===== config.mk =====
export PLATFORM = sky130hd
export DESIGN_NAME = ssw_top
export DESIGN_NICKNAME = d
export VERILOG_FILES = /design/src/logic/ssw_pkg.sv /design/src/logic/ssw_top.sv
export VERILOG_INCLUDE_DIRS = /design/src /design/src/logic
export SDC_FILE = /design/constraint.sdc
export NUM_CORES = 1
export LEC_CHECK = 0
export ABC_AREA = 1
export BUFFER_PORTS_ARGS = -buffer_cell sky130_fd_sc_hd__buf_2
export CELL_PAD_IN_SITES_DETAIL_PLACEMENT = 0
export CELL_PAD_IN_SITES_GLOBAL_PLACEMENT = 1
export CORE_ASPECT_RATIO = 1.25
export CORE_MARGIN = 2
export CORE_UTILIZATION = 45
export CTS_CLUSTER_DIAMETER = 60
export CTS_CLUSTER_SIZE = 28
export DETAILED_ROUTE_END_ITERATION = 10
export MAX_ROUTING_LAYER = met4
export PLACE_DENSITY = 0.75
export SYNTH_ARGS = -nofsm -noshare
export SYNTH_HDL_FRONTEND = slang
export SYNTH_SLANG_ARGS = --single-unit

===== constraint.sdc =====
create_clock -name i_clk -period 5.2 [get_ports i_clk]
set_input_delay 1.04 -clock i_clk [delete_from_list [all_inputs] [get_ports i_clk]]
set_output_delay 1.04 -clock i_clk [all_outputs]
set_load 0.02 [all_outputs]

===== src/logic/ssw_regs.svh =====
// timing constants of the supply supervisor and watchdog
// assumes a 100 MHz core clock; included by bare name
`ifndef SSW_REGS_SVH
`define SSW_REGS_SVH

`define SSW_CLK_NS 10
// time base tick period, in ns
`define SSW_TICK_NS 1000000
`define SSW_TICK_CYCLES ((`SSW_TICK_NS + `SSW_CLK_NS - 1) / `SSW_CLK_NS)
// reset delay period, in ms
`define SSW_DELAY_MS 200
`define SSW_SHORT_DELAY_MS 25
// watchdog timeout interval, in ms
`define SSW_TIMEOUT_MS 1600
`define SSW_MS_NS 1000000
`define SSW_DELAY_TICKS ((`SSW_DELAY_MS * `SSW_MS_NS) / `SSW_TICK_NS)
`define SSW_SHORT_DELAY_TICKS ((`SSW_SHORT_DELAY_MS * `SSW_MS_NS) / `SSW_TICK_NS)
`define SSW_TIMEOUT_TICKS ((`SSW_TIMEOUT_MS * `SSW_MS_NS) / `SSW_TICK_NS)

`endif


===== src/logic/ssw_pkg.sv =====
// types of the supply supervisor and watchdog
// assumes nothing beyond a SystemVerilog compiler
package ssw_pkg;
  typedef enum logic [1:0] {
    st_hold,
    st_delay,
    st_run
  } ssw_state_t;
endpackage


===== src/logic/ssw_top.sv =====
// supply supervisor with manual reset and edge-fed watchdog
// assumes all i_ pins other than i_clk/i_resetn are asynchronous to i_clk
`timescale 1ns/1ns
`include "ssw_regs.svh"

module ssw_top #(
  parameter int unsigned TICK_CYCLES = `SSW_TICK_CYCLES,
  parameter bit SHORT_DELAY = 1'b0,
  parameter int unsigned DELAY_TICKS = SHORT_DELAY ? `SSW_SHORT_DELAY_TICKS : `SSW_DELAY_TICKS,
  parameter int unsigned TIMEOUT_TICKS = `SSW_TIMEOUT_TICKS,
  parameter bit HAS_WATCHDOG = 1'b1,
  parameter bit LATCH_FREE = 1'b0,
  parameter bit HAS_HIGH_OUT = 1'b1
) (
  input wire logic i_clk,
  input wire logic i_resetn,
  input wire logic i_supply_good,
  input wire logic i_manual_reset_n,
  input wire logic i_watchdog_kick_in,
  input wire logic i_kick_floating,
  output logic o_reset_n,
  output logic o_reset,
  output ssw_pkg::ssw_state_t o_state
);
  import ssw_pkg::*;

  logic rst_s1;
  logic rst_s2;
  logic sup_s1;
  logic sup_s;
  logic mr_s1;
  logic mr_s;
  logic kick_s1;
  logic kick_s;
  logic kick_d;
  logic flt_s1;
  logic flt_s;
  logic [31:0] tb_cnt;
  logic tick;
  logic [31:0] dly_cnt;
  logic [31:0] wd_cnt;
  logic latched;
  ssw_state_t state;
  ssw_state_t next_state;
  logic cond_ok;
  logic kick_edge;
  logic kick;
  logic dly_done;
  logic wd_expire;
  logic latch_set;
  logic [2:0] kick_vld;

  // reset release through two flops; assertion stays asynchronous
  always_ff @(posedge i_clk or negedge i_resetn) begin
    if (!i_resetn) begin
      rst_s1 <= 1'b0;
      rst_s2 <= 1'b0;
    end else begin
      rst_s1 <= 1'b1;
      rst_s2 <= rst_s1;
    end
  end

  // pin synchronisers; power-up values are the safe ones (supply bad, manual low)
  always_ff @(posedge i_clk or negedge rst_s2) begin
    if (!rst_s2) begin
      sup_s1 <= 1'b0;
      sup_s <= 1'b0;
      mr_s1 <= 1'b0;
      mr_s <= 1'b0;
      kick_s1 <= 1'b0;
      kick_s <= 1'b0;
      kick_d <= 1'b0;
      flt_s1 <= 1'b0;
      flt_s <= 1'b0;
      kick_vld <= 3'h0;
    end else begin
      sup_s1 <= i_supply_good;
      sup_s <= sup_s1;
      mr_s1 <= i_manual_reset_n;
      mr_s <= mr_s1;
      kick_s1 <= i_watchdog_kick_in;
      kick_s <= kick_s1;
      kick_d <= kick_s;
      flt_s1 <= i_kick_floating;
      flt_s <= flt_s1;
      kick_vld <= {kick_vld[1:0], 1'b1}; // no edge until kick_d holds a real pin sample, else a high idle pin latches
    end
  end

  assign cond_ok = mr_s && sup_s;
  assign kick_edge = kick_vld[2] && (kick_s ^ kick_d);
  // a floating pin restarts the watchdog every cycle, so it can never expire
  assign kick = kick_edge || flt_s;
  assign tick = (tb_cnt == 32'(TICK_CYCLES - 1));
  assign dly_done = tick && (dly_cnt == 32'(DELAY_TICKS - 1));
  assign wd_expire = HAS_WATCHDOG && tick && !kick && (wd_cnt == 32'(TIMEOUT_TICKS - 1));
  assign latch_set = !LATCH_FREE && HAS_WATCHDOG && kick_edge && state != st_run;

  // free-running time base; delay granularity is one tick
  always_ff @(posedge i_clk or negedge rst_s2) begin
    if (!rst_s2) begin
      tb_cnt <= 32'h0;
    end else if (tick) begin
      tb_cnt <= 32'h0;
    end else begin
      tb_cnt <= tb_cnt + 32'h1;
    end
  end

  // kicks seen during reset stick it low until the block is reset
  always_ff @(posedge i_clk or negedge rst_s2) begin
    if (!rst_s2) begin
      latched <= 1'b0;
    end else if (latch_set) begin
      latched <= 1'b1;
    end
  end

  always_comb begin
    next_state = state;
    unique case (state)
      st_hold: begin
        if (cond_ok && !latched) begin
          next_state = st_delay;
        end
      end
      st_delay: begin
        if (!cond_ok || latched || latch_set) begin
          next_state = st_hold;
        end else if (dly_done) begin
          next_state = st_run;
        end
      end
      st_run: begin
        if (!cond_ok) begin
          next_state = st_hold;
        end else if (wd_expire) begin
          next_state = st_delay;
        end
      end
    endcase
  end

  always_ff @(posedge i_clk or negedge rst_s2) begin
    if (!rst_s2) begin
      state <= st_hold;
    end else begin
      state <= next_state;
    end
  end

  always_ff @(posedge i_clk or negedge rst_s2) begin
    if (!rst_s2) begin
      dly_cnt <= 32'h0;
    end else if (state != st_delay || dly_done) begin
      dly_cnt <= 32'h0;
    end else if (tick) begin
      dly_cnt <= dly_cnt + 32'h1;
    end
  end

  always_ff @(posedge i_clk or negedge rst_s2) begin
    if (!rst_s2) begin
      wd_cnt <= 32'h0;
    end else if (state != st_run || next_state != st_run || kick || wd_expire) begin
      wd_cnt <= 32'h0;
    end else if (tick) begin
      wd_cnt <= wd_cnt + 32'h1;
    end
  end

  // outputs are registered from next_state so they track state exactly
  always_ff @(posedge i_clk or negedge rst_s2) begin
    if (!rst_s2) begin
      o_reset_n <= 1'b0;
      o_reset <= HAS_HIGH_OUT;
      o_state <= st_hold;
    end else begin
      o_reset_n <= (next_state == st_run);
      o_reset <= HAS_HIGH_OUT && (next_state != st_run);
      o_state <= next_state;
    end
  end
endmodule // ssw_top


Word level (Yosys, flattened, before mapping)
Cells that the tools add are included.
{ "totals": {"reg_bits": 115} }
{ "op_classes": {"addsub": 3, "eq_ne": 9, "muxes": 11, "bitwise_logic": 1, "reduce_logical": 20} }
{ "ops": {"columns": ["cell", "n"], "rows": [
  ["two-way mux 32 bit", 5],
  ["adder 32 x 1 -> 32 bit (second input constant)", 3],
  ["== test 32 x 11 -> 1 bit (second input constant)", 1],
  ["== test 32 x 17 -> 1 bit (second input constant)", 1],
  ["== test 32 x 8 -> 1 bit (second input constant)", 1],
  ["two-way mux 2 bit", 5],
  ["logical AND 1 bit", 7],
  ["logical OR 1 bit", 7],
  ["one-hot mux 2 bit (3 select lines)", 1],
  ["== test 2 bit (second input constant)", 2],
  ["!= test 2 bit (second input constant)", 2],
  ["nonzero test 2 bit", 2],
  ["logical NOT 1 bit", 3],
  ["== test 2 x 1 -> 1 bit (second input constant)", 1],
  ["logical NOT 2 bit", 1],
  ["!= test 2 x 1 -> 1 bit (second input constant)", 1],
  ["bitwise XOR 1 bit", 1]
]} }

Logic depth before layout (Yosys ltp)
Gate-level depths: netlist of run 1.
{ "logic_depth": {"depth_word": 14, "mapped_depth": 16} }

Worst setup path after synthesis of run 1
OpenSTA, ideal clock, no wires.
{ "synth_timing": {"path_kind": "flip-flop to flip-flop", "start": "reg tb_cnt[0]", "end": "reg wd_cnt[27]", "setup_ns": 0.073, "arrival_ns": 1.852, "required_time_ns": 5.127, "path_slack_ns": 3.275, "path_stages_with_launch": 12, "path_buffers": 1, "path_cell_list": "dfrtp_1 -> ha_1 -> nand3_2 -> nor2_1 -> nand3_1 -> nor2_2 -> buf_6 -> inv_4 -> nor3_4 -> nand3_1 -> or2_2 -> a21oi_2"} }
{ "synth_between": {"elab_chain_cells": 11} }
{ "synth_lines": {"columns": ["element", "line_no", "source"], "rows": [
  ["from (decl)", "ssw_top.sv:38", "logic [31:0] tb_cnt;"],
  ["from (signal assigned)", "ssw_top.sv:107", "tb_cnt <= tb_cnt + 32'h1;"],
  ["== test 32 x 17 -> 1 bit *", "ssw_top.sv:95", "assign tick = (tb_cnt == 32'(TICK_CYCLES - 1));"],
  ["logical AND 1 bit (2 in a row)", "ssw_top.sv:97", "assign wd_expire = HAS_WATCHDOG && tick && !kick && (wd_cnt == 32'(TIMEOUT_TICKS - 1));"],
  ["two-way mux 2 bit", "ssw_top.sv:138", "end else if (wd_expire) begin"],
  ["two-way mux 2 bit", "ssw_top.sv:136", "if (!cond_ok) begin"],
  ["one-hot mux 2 bit (3 select lines)", "ssw_top.sv:122", "unique case (state)"],
  ["!= test 2 bit", "ssw_top.sv:166", "end else if (state != st_run || next_state != st_run || kick || wd_expire) begin"],
  ["logical OR 1 bit (3 in a row)", "ssw_top.sv:166", null],
  ["two-way mux 32 bit or nonzero test 2 bit (tied branches)", null, null],
  ["to (signal assigned)", "ssw_top.sv:169", "wd_cnt <= wd_cnt + 32'h1;"],
  ["to (decl)", "ssw_top.sv:41", "logic [31:0] wd_cnt;"]
]} }
Mark *: on every way between the ends. The rest lies on a longest branch, timed or not.
A chain may end at the register's enable or synchronous reset.

Final worst setup path of run 1
{ "layout_timing": {"start": "reg tb_cnt[0]", "end": "reg dly_cnt[18]"} }
{ "layout_between": {"elab_chain_cells": 4} }
{ "layout_lines": {"columns": ["element", "line_no", "source"], "rows": [
  ["== test 32 x 17 -> 1 bit *", "ssw_top.sv:95", null],
  ["logical AND 1 bit", "ssw_top.sv:96", "assign dly_done = tick && (dly_cnt == 32'(DELAY_TICKS - 1));"],
  ["logical OR 1 bit", "ssw_top.sv:156", "end else if (state != st_delay || dly_done) begin"],
  ["two-way mux 32 bit or nonzero test 2 bit (tied branches)", null, null],
  ["to (signal assigned)", "ssw_top.sv:159", "dly_cnt <= dly_cnt + 32'h1;"],
  ["to (decl)", "ssw_top.sv:40", "logic [31:0] dly_cnt;"]
]} }
Marked as above.

==> results of run 1 <==
==> cell families (layout without fill, tap and decap cells) <==
| kind of cell | Yosys count | in the layout | synth area share (%) |
|---|---|---|---|
| xor gates and xnor gates | 27 | 27 | 3.51 |
| DFF | 115 | 115 | 42.8 |
| buffers and inverters | 147 | 178 | 8.62 |
| AOI/OAI and AO/OA | 74 | 74 | 6.11 |
| other | 1 | 2 | 0.0557 |
| and+or+nand+nor | 569 | 569 | 38.0 |
| adders and majority gates | 5 | 5 | 0.929 |
==> state kept, by name (all words and copies together), names as in the netlist, 2 cells and up <==
register and cells:
wd_cnt 32, o_state 2, dly_cnt 32, tb_cnt 32
kick_vld 3
==> cell type report <==
class | instances | share of cell area [%]
timing repair buffer | 12 | 0.898
inverter | 134 | 6.72
tap | 182 | 3.03
multi-input combinational | 677 | 43.6
sequential | 115 | 38.3
clock buffer | 19 | 5.89
clock inverter | 13 | 1.50
==> power breakdown <==
| part | leakage, nW | internal (mW) | switching [mW] |
|---|---|---|---|
| Sequential | 1.55 | 0.916 | 0.0193 |
| Combinational | 1.54 | 0.0345 | 0.0898 |
| Clock | 0.257 | 0.665 | 0.426 |
| Total | 3.34 | 1.62 | 0.535 |
==> cells in the mapped netlist, drive strengths merged (5+ instances only) <==
cell type | instances | share of area (%)
nand2 | 214 | 12
nor2 | 177 | 10
inv | 134 | 7.5
dfrtp | 114 | 42
nor3 | 54 | 4.3
nand3 | 47 | 3.6
nand4 | 46 | 4.6
o21ai | 34 | 2.5
a21oi | 25 | 1.9
xor2 | 24 | 3.1
nor4 | 15 | 1.4
or2 | 10 | 0.93
clkbuf | 7 | 0.39
buf | 6 | 0.72
ha | 5 | 0.93
==> critical path, stage by stage, from the launching register on <==
cell	delay [ns]
sky130_fd_sc_hd__dfrtp_1	0.37
sky130_fd_sc_hd__ha_1	0.22
sky130_fd_sc_hd__nand3_2	0.14
sky130_fd_sc_hd__nor2_1	0.18
sky130_fd_sc_hd__nand2_1	0.11
sky130_fd_sc_hd__nor2_4	0.37
sky130_fd_sc_hd__inv_1	0.34
sky130_fd_sc_hd__nor3_2	0.29
sky130_fd_sc_hd__nand3_1	0.17
sky130_fd_sc_hd__nor2_1	0.26
sky130_fd_sc_hd__nand3_1	0.11
sky130_fd_sc_hd__nand2_1	0.07
sky130_fd_sc_hd__a21oi_1	0.04
==> cells in the final DEF, fill, tap and decap left out, types with 2 or more instances in the layout <==
cell type,count
sky130_fd_sc_hd__a211oi_1,2
sky130_fd_sc_hd__a21o_1,3
sky130_fd_sc_hd__a21oi_1,23
sky130_fd_sc_hd__a21oi_2,2
sky130_fd_sc_hd__buf_2,9
sky130_fd_sc_hd__buf_4,3
sky130_fd_sc_hd__clkbuf_16,17
sky130_fd_sc_hd__clkinv_2,4
sky130_fd_sc_hd__clkinv_4,2
sky130_fd_sc_hd__clkinvlp_4,6
sky130_fd_sc_hd__conb_1,2
sky130_fd_sc_hd__dfrtp_1,113
sky130_fd_sc_hd__ha_1,5
sky130_fd_sc_hd__inv_1,131
sky130_fd_sc_hd__inv_2,2
sky130_fd_sc_hd__nand2_1,210
sky130_fd_sc_hd__nand2_2,3
sky130_fd_sc_hd__nand3_1,46
sky130_fd_sc_hd__nand3b_1,2
sky130_fd_sc_hd__nand4_1,44
sky130_fd_sc_hd__nor2_1,172
sky130_fd_sc_hd__nor2_2,2
sky130_fd_sc_hd__nor2_4,2
sky130_fd_sc_hd__nor3_1,51
sky130_fd_sc_hd__nor3_2,2
sky130_fd_sc_hd__nor3b_1,3
sky130_fd_sc_hd__nor4_1,15
sky130_fd_sc_hd__o211ai_1,3
sky130_fd_sc_hd__o21ai_0,34
sky130_fd_sc_hd__o21bai_1,2
sky130_fd_sc_hd__or2_0,2
sky130_fd_sc_hd__or2_2,8
sky130_fd_sc_hd__xnor2_1,3
sky130_fd_sc_hd__xor2_1,24
==> through the flow <==
step                      setup WS [ns]  hold WS (ns)  instances
after global placement             2.40         0.334       1120
after detailed placement           2.35         0.335       1120
after floorplan                    1.76         0.331        939
final                              2.41         0.347       1152
after CTS                          2.35         0.348       1152
after global routing               2.08         0.351       1152
==> layer usage <==
layer | vias to the layer above | share of wire [%] | track usage, %
li1 | 3073 | - | -
met1 | 2850 | 45 | 28.8
met2 | 82 | 50 | 39.2
met3 | 29 | 2.5 | 3.31
met4 | 0 | 2.7 | 9.82
met5 | - | 0 | -
==> worst min path at each step <==
stage                      from               to  slack [ns]  cells past startpoint
2_1_floorplan  flt_s1$_DFF_PN0_  flt_s$_DFF_PN0_        0.33                      0
3_3_place_gp   flt_s1$_DFF_PN0_  flt_s$_DFF_PN0_        0.33                      0
6_report        mr_s1$_DFF_PN0_   mr_s$_DFF_PN0_        0.35                      0
5_1_grt         mr_s1$_DFF_PN0_   mr_s$_DFF_PN0_        0.35                      0
4_1_cts         mr_s1$_DFF_PN0_   mr_s$_DFF_PN0_        0.35                      0
3_5_place_dp    mr_s1$_DFF_PN0_   mr_s$_DFF_PN0_        0.33                      0
==> results, run 1 <==
- The detailed-route vias per instance is 5.24.
- The upper clock frequency limit is 0.359 GHz.
- The critical path class is register to register.
- The die covers 16000 sq um.
- The fraction of registers with async set or reset after synthesis is 100%.
- The horizontal die dimension is 113 um.
- Of the cells placed in the final design, the portion with a size suffix greater than 1 is 7.53%.
- The initial standard-cell utilization of the core is 45.4%.
- The number of primary I/O pins is 10.
- The final-report hold violation count was 0.
- The tree built by TritonCTS fans out to 115 sinks.
- In this run the tool buffered the top-level ports with 9 buffer cells.
- The final setup skew is 0.00914 ns.
- Along the worst path, the maximum fanout reaches 14.
- Counting along the longest clock path gives a buffer depth of 2.
- Buffers inserted during clock tree synthesis total 17.
- The via count of the first global-routing pass is 6058.
- Clock-pin slew was measured on the worst setup and hold paths at 0.05 ns.
- Subtracting the final worst setup slack from the clock period gives 2.79 ns.
- The worst setup path endpoint is dly_cnt[18]$_DFFE_PN0P_.
- The placed instances occupy a cell area of 6970 sq um.
- The residual antenna-violating net count after detailed routing is 0.
- The synthesized area divided by synthesized cell count is 7.18 sq um.
- The placed wire-length estimate is 12400 um.
- The critical path endpoint category is a register.
- The arrival time of the worst setup path is 3.09 ns.
- In the finished design, the share of the clock period the worst path needs comes to 53.6%.
- The footprint of the multi-input gates is 3280 sq um.
- In this run the critical register-to-register path is captured at dly_cnt[18]$_DFFE_PN0P_.
- Setup violations remaining at the end of the flow were counted as 0.
- For this run, the post-layout net count is 968.
- The tool flagged a number of max-cap violations equal to 0.
- The core region is 14800 sq um.
- During synthesis, Yosys emitted a total of 0 warnings.
- The critical path launch point is tb_cnt[0]$_DFF_PN0_.
- The number of H-tree levels is 4.
- Routability-driven placement finished with a final weighted congestion of 0.877.
- The initial antenna violation count is 0.
- The leakage power is 3.34 nW.
- The worst register-to-register path begins at tb_cnt[0]$_DFF_PN0_.
- Sequential elements use 42.8% of the synthesized area.
- Across the VDD grid, the largest voltage drop is 0.196 mV.
- TritonCTS built the clock tree.
- The power density over the cells is 286 nW/um^2.
- In the global route stage, overall resource usage came out at 23.6%.
- The total of fill cells in the finished design is 1466.
- The first global-routing pass estimated 29200 um of wire.
- The detailed router's first-iteration violation count is 322.
- The routed length per instance is 14.5 um.
- Once layout is complete, the utilization of the core stands at 50.7%.
- Power comes to 2.15 mW.
- CTS placed an instance of sky130_fd_sc_hd__clkbuf_16 at the clock tree root.
- At the worst endpoint, the required time is 5.50 ns.
- For this run, the detailed router's first-pass iteration total came to 5.
- The post-synthesis register bit count is 115.
- The post-cts repair resize count is 0.
- The global-route congestion overflow total is 0.
- The routed design has 16700 um of wire.
- For this run, the leading register cell type out of synthesis is sky130_fd_sc_hd__dfrtp_1.
- Setup repair after global routing left no endpoint under its margin.
- The tightest min-delay check is of the register to register type.
- The remaining design rule violation count is 0.
- The area growth from synthesis to layout is 11.7%.
- The finished cells cover 7520 sq um.
- The flow ran to the end, and the final reports show no timing, DRC or antenna violations.
- The routed layout has 6034 vias.
- In this run the core area contains 50 standard-cell rows.
- The number of hold buffers added after CTS was 0.
- The worst-margin pin slew is 1.03 ns.
- The floorplan step set the die height to 141 um.
- After clock tree synthesis, the setup repair step added 0 buffers.
- The insertion delay to the later sink of the worst-skew pair is 0.41 ns.
- The number of antenna cells inserted is 0.
- After technology mapping, the gate count stands at 938.
- The worst setup path is launched from a register.
- The max-slew violation count is 0.
- Adding up every negative setup slack in the final design gives 0 ns.
- The reg-to-reg setup timing slack is 2.41 ns.
- Counting distinct cell types in the post-synthesis netlist gives 45.
- Entering global routing, the biggest net connects 78 pins.
- The storage element area is 2880 sq um.
- The synthesized design contains 0 enable-type register cells.
- Measured in cells, the most critical reg-to-reg path has a length of 12.
- The worst pin sits at a relative slew slack of 31.4%.
- The netlist area before placement is 6730 sq um.
(Power assumes the default switching activity.)
==> inputs of run 2 (changes only) <==
- clock period: 5.2 -> 2.9 ns (I/O delays scaled with it)
==> run 2 against run 1 <==
Net effect:
- wire length rose by 3.6%
- largest cell class unchanged
- first-iteration DRC count rose by 25%
- largest power group unchanged
- sequential share of layout area fell by 0.70 points
==> results, run 2 (synthesized netlist as in run 1, its figures left out) <==
- CTS placed an instance of sky130_fd_sc_hd__clkbuf_16 at the clock tree root.
- The final route contains 6081 vias.
- The first routing iteration left 401 violations.
- The initial antenna violation count is 0.
- The post-CTS setup buffer count is 0.
- At the pin with the least slew margin, the transition time is 0.640 ns.
- Gates resized during post-CTS repair numbered 0.
- The final critical delay including setup and external delays is 2.56 ns.
- The worst setup path is launched from a register.
- The residual antenna-violating net count after detailed routing is 0.
- For this run, design rule violations remaining after detail routing come to 0.
- The type of the worst min-delay path is register to async pin.
- The overall routed net length is 17300 um.
- The die covers 16000 sq um.
- The final layout contains 975 nets.
- In this run, placement finished with an instance count of 1126.
- Entering global routing, the biggest net connects 47 pins.
- In this run the standard cell core region covers 14800 sq um.
- The part of the total power dissipated in sequential elements is 40.2%.
- Summed over all nets, the switching power comes to 0.965 mW.
- The number of primary I/O pins is 10.
- Tracing the worst setup path back leads to its startpoint at tb_cnt[0]$_DFF_PN0_.
- After filler insertion, the fill cell instance count of the layout stands at 1475.
- Clock skew on the completed layout was measured at 0.00826 ns.
- The most frequent standard cell in the layout excluding fill and tap cells is sky130_fd_sc_hd__nand2_1.
- TritonCTS built the clock tree.
- The critical path endpoint category is a register.
- The number of standard cells in the layout, taps in and fillers out is 1159.
- The first-pass GRT wire length is 29600 um.
- The number of standard-cell rows in the floorplan is 50.
- Across the VDD grid, the largest voltage drop is 0.341 mV.
- The critical path class is register to register.
- The sum of internal, switching and leakage power is 4.13 mW.
- The upper clock frequency limit is 0.390 GHz.
- Once detailed placement completed, the half-perimeter wirelength came to 12900 um.
- After clock tree synthesis, the clock-pin slew on the worst setup and hold paths is 0.06 ns.
- The number of cells on the worst reg-to-reg path is 9.
- Clock latency on the worst-skew pair, taken at its later pin, is 0.41 ns.
- The die boundary height is 141 um.
- No sink is reached through more buffers than the 2 on the longest clock path.
- The post-route clock period utilization is 88.3%.
- Cells with a size suffix above 1 make up 8.09% of the layout.
- CTS built an H-tree with a depth of 4.
- In this run the worst path has a maximum fanout of 19.
- The count of TritonRoute iterations in the first routing pass is 5.
- The max-slew violation count was 0.
- The clock network is responsible for 53.9% of the overall power.
- The library cells used most frequently in the layout, excluding fill and tap cells, are sky130_fd_sc_hd__nand2_1 (210), sky130_fd_sc_hd__nor2_1 (172), sky130_fd_sc_hd__inv_1 (131).
- The clock sink count is 115.
- In the routed layout, each cell is associated on average with a via count of 5.25.
- The number of antenna cells inserted is 0.
- In this run the critical register-to-register path is launched from tb_cnt[0]$_DFF_PN0_.
- The combinational share of power is 5.8%.
- The cts-stage hold buffer count is 1.
- The internal power of the cells totals 3.17 mW.
- The final-report hold violation count came to 0.
- Setup repair after global routing left no endpoint under its margin.
- Dividing the detail-routed wire length by the instance count gives 14.9 um.
- STA puts the critical path data arrival time at 2.82 ns.
- The global placement routability congestion is 0.893.
- The floorplan step set the die width to 113 um.
- Data on the critical path is required at its endpoint by 3.16 ns.
- The TritonCTS buffer count is 17.
- Across the run, the number of max-cap violations was 0.
- The power density over the cells is 539 nW/um^2.
- The via count of the first global-routing pass was 6000.
- The initial standard-cell utilization of the core is 45.4%.
- The count of buffers inserted at the top-level ports is 9.
- Summed over all layers, the global routing overflow is 0.
- The run finished with clean final reports.
- In this run switching power makes up 23.4% of total power.
- The leakage power is 3.43 nW.
- The area growth from synthesis to layout is 13.7%.
- Once layout is done, the placed cells without fillers occupy 7660 sq um.
- Setup violations remaining at the end of the flow were counted as 0.
- The worst slew margin relative to its limit is 57.0%.
- Global routing used 23.9% of the available tracks across all layers.
- The setup TNS after final layout is 0 ns.
- In the final layout, the registers with the most flip-flops are dly_cnt: 32 flops, tb_cnt: 32 flops, wd_cnt: 32 flops.
- Summing all placed instances gives a cell area of 7020 sq um.
run 2: cell count changes in the layout (fill, tap and decap cells not counted), sizes merged:
| cell | before | now |
|---|---|---|
| clkinvlp | 6 | 3 |
| bufinv | 1 | 4 |
| buf | 12 | 18 |
| dlygate4sd3 | 0 | 1 |
run 2: power by group through the flow:
stage               combinational (mW)  clock (mW)  sequential, mW
finish                           0.242        2.23            1.66
global route                     0.275        2.33            1.67
CTS                              0.249        2.26            1.66
detailed placement               0.245           0            1.69
global placement                 0.241           0            1.69
floorplan                        0.145           0            1.73
run 2: final cells by class:
cell class,count,area [sq um],share of cell area [%]
Multi-Input combinational cell,677,3280,42.8
Clock buffer,19,443,5.78
Clock inverter,13,184,2.40
Tap cell,182,228,2.97
Inverter,134,505,6.60
Sequential cell,115,2880,37.6
Timing Repair Buffer,19,135,1.76
run 2: worst max-delay path, cell delays in order (launching register included):
cell	delay, ns
sky130_fd_sc_hd__dfrtp_1	0.36
sky130_fd_sc_hd__ha_1	0.21
sky130_fd_sc_hd__nand3_2	0.15
sky130_fd_sc_hd__nor2_1	0.16
sky130_fd_sc_hd__nand3_1	0.11
sky130_fd_sc_hd__nor2_2	0.45
sky130_fd_sc_hd__buf_4	0.24
sky130_fd_sc_hd__nor2_1	0.08
sky130_fd_sc_hd__inv_1	0.44
sky130_fd_sc_hd__o21ai_0	0.20
run 2: through the flow:
stage / util (%) / hold slack (ns) / setup WS (ns)
floorplan: - / 0.284 / 0.975
finish: 51.7 / 0.271 / 0.338
global placement: 47.4 / 0.286 / 0.426
detailed placement: 47.4 / 0.289 / 0.352
global route: 51.7 / 0.255 / 0.0784
CTS: 51.7 / 0.257 / 0.299
run 2: per-layer routing:
metal,global-route usage [%],vias up,part of all wire [%]
li1,-,3082,-
met4,7.57,0,1.8
met2,38.3,120,49
met5,-,-,0
met3,4.94,27,3.5
met1,30.6,2852,46
run 2: path summary, 6_finish.rpt:
| kind | slack, ns | end |
|---|---|---|
| hold / removal | 0.27 | tb_cnt[23]$_DFF_PN0_ |
| max in group asynchronous | 1.72 | dly_cnt[14]$_DFFE_PN0P_ |
| hold reg to reg | 0.27 | tb_cnt[23]$_DFF_PN0_ |
| min in group i_clk | 0.27 | kick_s1$_DFF_PN0_ |
| setup reg to reg | 0.34 | dly_cnt[1]$_DFFE_PN0P_ |
| setup / recovery | 0.34 | dly_cnt[1]$_DFFE_PN0P_ |
==> inputs of run 3 (changes only) <==
- BUFFER_PORTS_ARGS: -buffer_cell sky130_fd_sc_hd__buf_2 -> -buffer_cell sky130_fd_sc_hd__buf_4
- clock period: 2.9 -> 3.2 ns (I/O delays scaled with it)
==> run 3 against run 2 <==
Net effect:
- combinational power decreased by 7%
- via count decreased by 0.54%
- clock skew increased by 0.0010 ns
- sequential power decreased by 8%
- sequential share of layout area increased by 0.19 points
- critical path type unchanged
- critical endpoint is now dly_cnt[13]$_DFFE_PN0P_
==> results, run 3 (synthesized netlist as in run 1, its figures left out) <==
- The repair_antennas step left the layout with diodes totalling 0.
- The final count of negative-setup-slack endpoints is 0.
- Cell internal power was estimated by the tool at 2.65 mW.
- The number of buffers on the longest clock path is 2.
- The pin count of the biggest net entering global routing is 59.
- The worst-case IR drop observed on VDD is 0.361 mV.
- Traced cell by cell, the critical path runs through ha_1 -> nand3_2 -> nor2_1 -> nand3_1 -> nor2_2 -> inv_4 -> nor3_1 -> nand2_1 -> nor2_1 -> a21oi_1 -> nor2_1.
- In the layout the commonest cells are sky130_fd_sc_hd__nand2_1 (210), sky130_fd_sc_hd__nor2_1 (172), sky130_fd_sc_hd__inv_1 (131).
- The critical path endpoint category is a register.
- The area growth from synthesis to layout is 13.2%.
- In this run switching power makes up 26.3% of total power.
- The overall routed net length is 17100 um.
- The worst setup slack after placement is 0.501 ns.
- The worst hold slack across all endpoints is 0.321 ns.
- The fraction of power consumed by the clock network is 51.5%.
- For the worst-skew pair, the clock arrives at the later sink with an insertion delay of 0.42 ns.
- The global routing stage identified its most utilized layer as met2.
- The CTS tree is built.
- The final design area excluding fillers is 7620 sq um.
- Setup repair after global routing left no endpoint under its margin.
- The floorplan has 50 rows.
- The leakage power is 3.41 nW.
- The met3 routing resource usage after global routing is 4.26%.
- The worst setup path is launched from a register.
- For met2 alone, demand over resource in global routing was 40.2%.
- The clock sink count is 115.
- The count of buffers inserted at the top-level ports is 9.
- Buffers added to address setup during post-CTS repair amount to 0.
- In the final layout, the share of cells above drive strength 1 is 8.09%.
- The total of fill cells in the finished design is 1474.
- The first-pass GRT wire length is 29000 um.
- The final-report hold violation count is 0.
- Across every metal layer, demand over resource in global routing totals 23.6%.
- The final critical delay including setup and external delays is 2.67 ns.
- The worst slew margin relative to its limit is 46.0%.
- The die outline area is 16000 sq um.
- The min-delay analysis places its worst path in the category input port to register.
- For this run, design rule violations remaining after detail routing come to 0.
- Measured along the y axis, the die boundary spans 141 um.
- The slack of the critical path is 0.531 ns.
- The largest registers in the layout are dly_cnt: 32 flops, tb_cnt: 32 flops, wd_cnt: 32 flops.
- The required time reported for the critical path endpoint is 3.55 ns.
- The congestion estimate from routability-driven global placement came to 0.858.
- At the end of the flow, the number of nets in the layout was 974.
- The placement-stage cell area is 7040 sq um.
- The via count of the first global-routing pass came to 5977.
- The library cell used as clock root buffer is sky130_fd_sc_hd__clkbuf_16.
- The met1 usage is 28.4%.
- The initial standard-cell utilization of the core is 45.4%.
- The clock arrives with 0.00925 ns of skew.
- The peak fanout along the critical path is 9.
- The number of vias in the routed layout is 6048.
- Across the run, the number of max-cap violations was 0.
- For this design the ratio of total power to cell area is 471 nW/um^2.
- Combinational logic is responsible for 6.2% of the overall power.
- Across all register-to-register paths, the minimum setup slack is 0.53 ns.
- The upper clock frequency limit is 0.375 GHz.
- The max-slew violation count was 0.
- The most repeated library cell on the critical path is sky130_fd_sc_hd__nor2_1.
- In the final routed layout, each cell accounts on average for 14.8 um.
- The total overflow left after global routing is 0.
- The first detailed-routing pass ran for 6 iterations.
- The TritonCTS buffer count is 17.
- The arrival time of the worst setup path is 3.02 ns.
- The sum of internal, switching and leakage power is 3.59 mW.
- The core area is 14800 sq um.
- The initial antenna violation count is 0.
- Of the total power, registers draw 42.2%.
- The flow ran to the end, and the final reports show no timing, DRC or antenna violations.
- The post-route clock period utilization is 83.4%.
- The detailed-route vias per instance is 5.22.
- The residual antenna-violating net count after detailed routing is 0.
- At the pin with the least slew margin, the transition time is 0.811 ns.
- On the critical path, the stage with the largest delay is an instance of sky130_fd_sc_hd__nor2_2.
- The clock-pin transition on the worst setup and hold timing paths is 0.06 ns.
- The detailed router's first-iteration violation count is 356.
- The placed wire-length estimate is 12800 um.
- In this run the power spent charging and discharging nets is 0.945 mW.
- In this run the horizontal extent of the chip is 113 um.
- The critical path class is register to register.
- 10 I/O pins were placed.
- The setup TNS after final layout is 0 ns.
- The largest single stage delay on the critical path is 0.57 ns.
- The H-tree was split into 4 levels.
- The library cell used most frequently in the layout, excluding fill and tap cells, is sky130_fd_sc_hd__nand2_1.
run 3: cell types whose count changed in the layout (fill, tap and decap cells not counted), moves of 2 or more:
cell / delta
sky130_fd_sc_hd__inv_6: +6
sky130_fd_sc_hd__clkinv_2: -2
sky130_fd_sc_hd__buf_4: +8
sky130_fd_sc_hd__buf_2: -9
sky130_fd_sc_hd__bufinv_16: -3
run 3: path summary, 6_finish.rpt:
| path | startpoint | endpoint | cells past startpoint |
|---|---|---|---|
| max in group asynchronous | rst_s2$_DFF_PN0_ | o_reset$_DFF_PN1_ | 1 |
| setup reg to reg | tb_cnt[0]$_DFF_PN0_ | dly_cnt[13]$_DFFE_PN0P_ | 11 |
| hold reg to reg | flt_s1$_DFF_PN0_ | flt_s$_DFF_PN0_ | 0 |
| hold / removal | i_manual_reset_n | mr_s1$_DFF_PN0_ | 1 |
| min in group asynchronous | rst_s2$_DFF_PN0_ | tb_cnt[25]$_DFF_PN0_ | 0 |
| setup / recovery | tb_cnt[0]$_DFF_PN0_ | dly_cnt[13]$_DFFE_PN0P_ | 11 |
run 3: area by class of cell:
cell class	instances	area (sq um)	area share, %
well taps	182	228	2.99
inverters	134	505	6.63
clock buffers	17	425	5.58
repair buffers	18	150	1.97
flip-flops and latches	115	2880	37.8
multi-input cells	677	3280	43.1
clock inverters	15	149	1.95
run 3: power by group through the flow:
| stage | clock network [mW] | logic [mW] | registers (mW) |
|---|---|---|---|
| 2_1_floorplan | 0 | 0.132 | 1.57 |
| 3_3_place_gp | 0 | 0.223 | 1.54 |
| 3_5_place_dp | 0 | 0.226 | 1.54 |
| 4_1_cts | 1.89 | 0.228 | 1.52 |
| 5_1_grt | 1.96 | 0.248 | 1.52 |
| 6_report | 1.85 | 0.224 | 1.52 |
run 3: what timing repair did:
item                      4_1_cts  5_1_grt
hold endpoints to repair        2        0
hold buffers                    1        0
resized for setup               0        0
run 3: per-layer routing:
layer / routed length [um] / vias to the layer above
li1: - / 3087
met2: 8730 / 104
met1: 7640 / 2835
met4: 235 / 0
met3: 506 / 22
met5: 0 / -
run 3: critical path: cells and delay by family, from the launching register on:
family | cells | cell delay [ns]
and+or+nand+nor | 8 | 1.74
AOI/OAI and AO/OA | 1 | 0.08
buffers and inverters | 1 | 0.20
adders and majority gates | 1 | 0.21
DFF | 1 | 0.37
run 3: metrics by stage:
| step | utilization, % | cells |
|---|---|---|
| global route | 51.4 | 1158 |
| CTS | 51.4 | 1158 |
| floorplan | - | 939 |
| finish | 51.4 | 1158 |
| detailed placement | 47.5 | 1125 |
| global placement | 47.5 | 1125 |
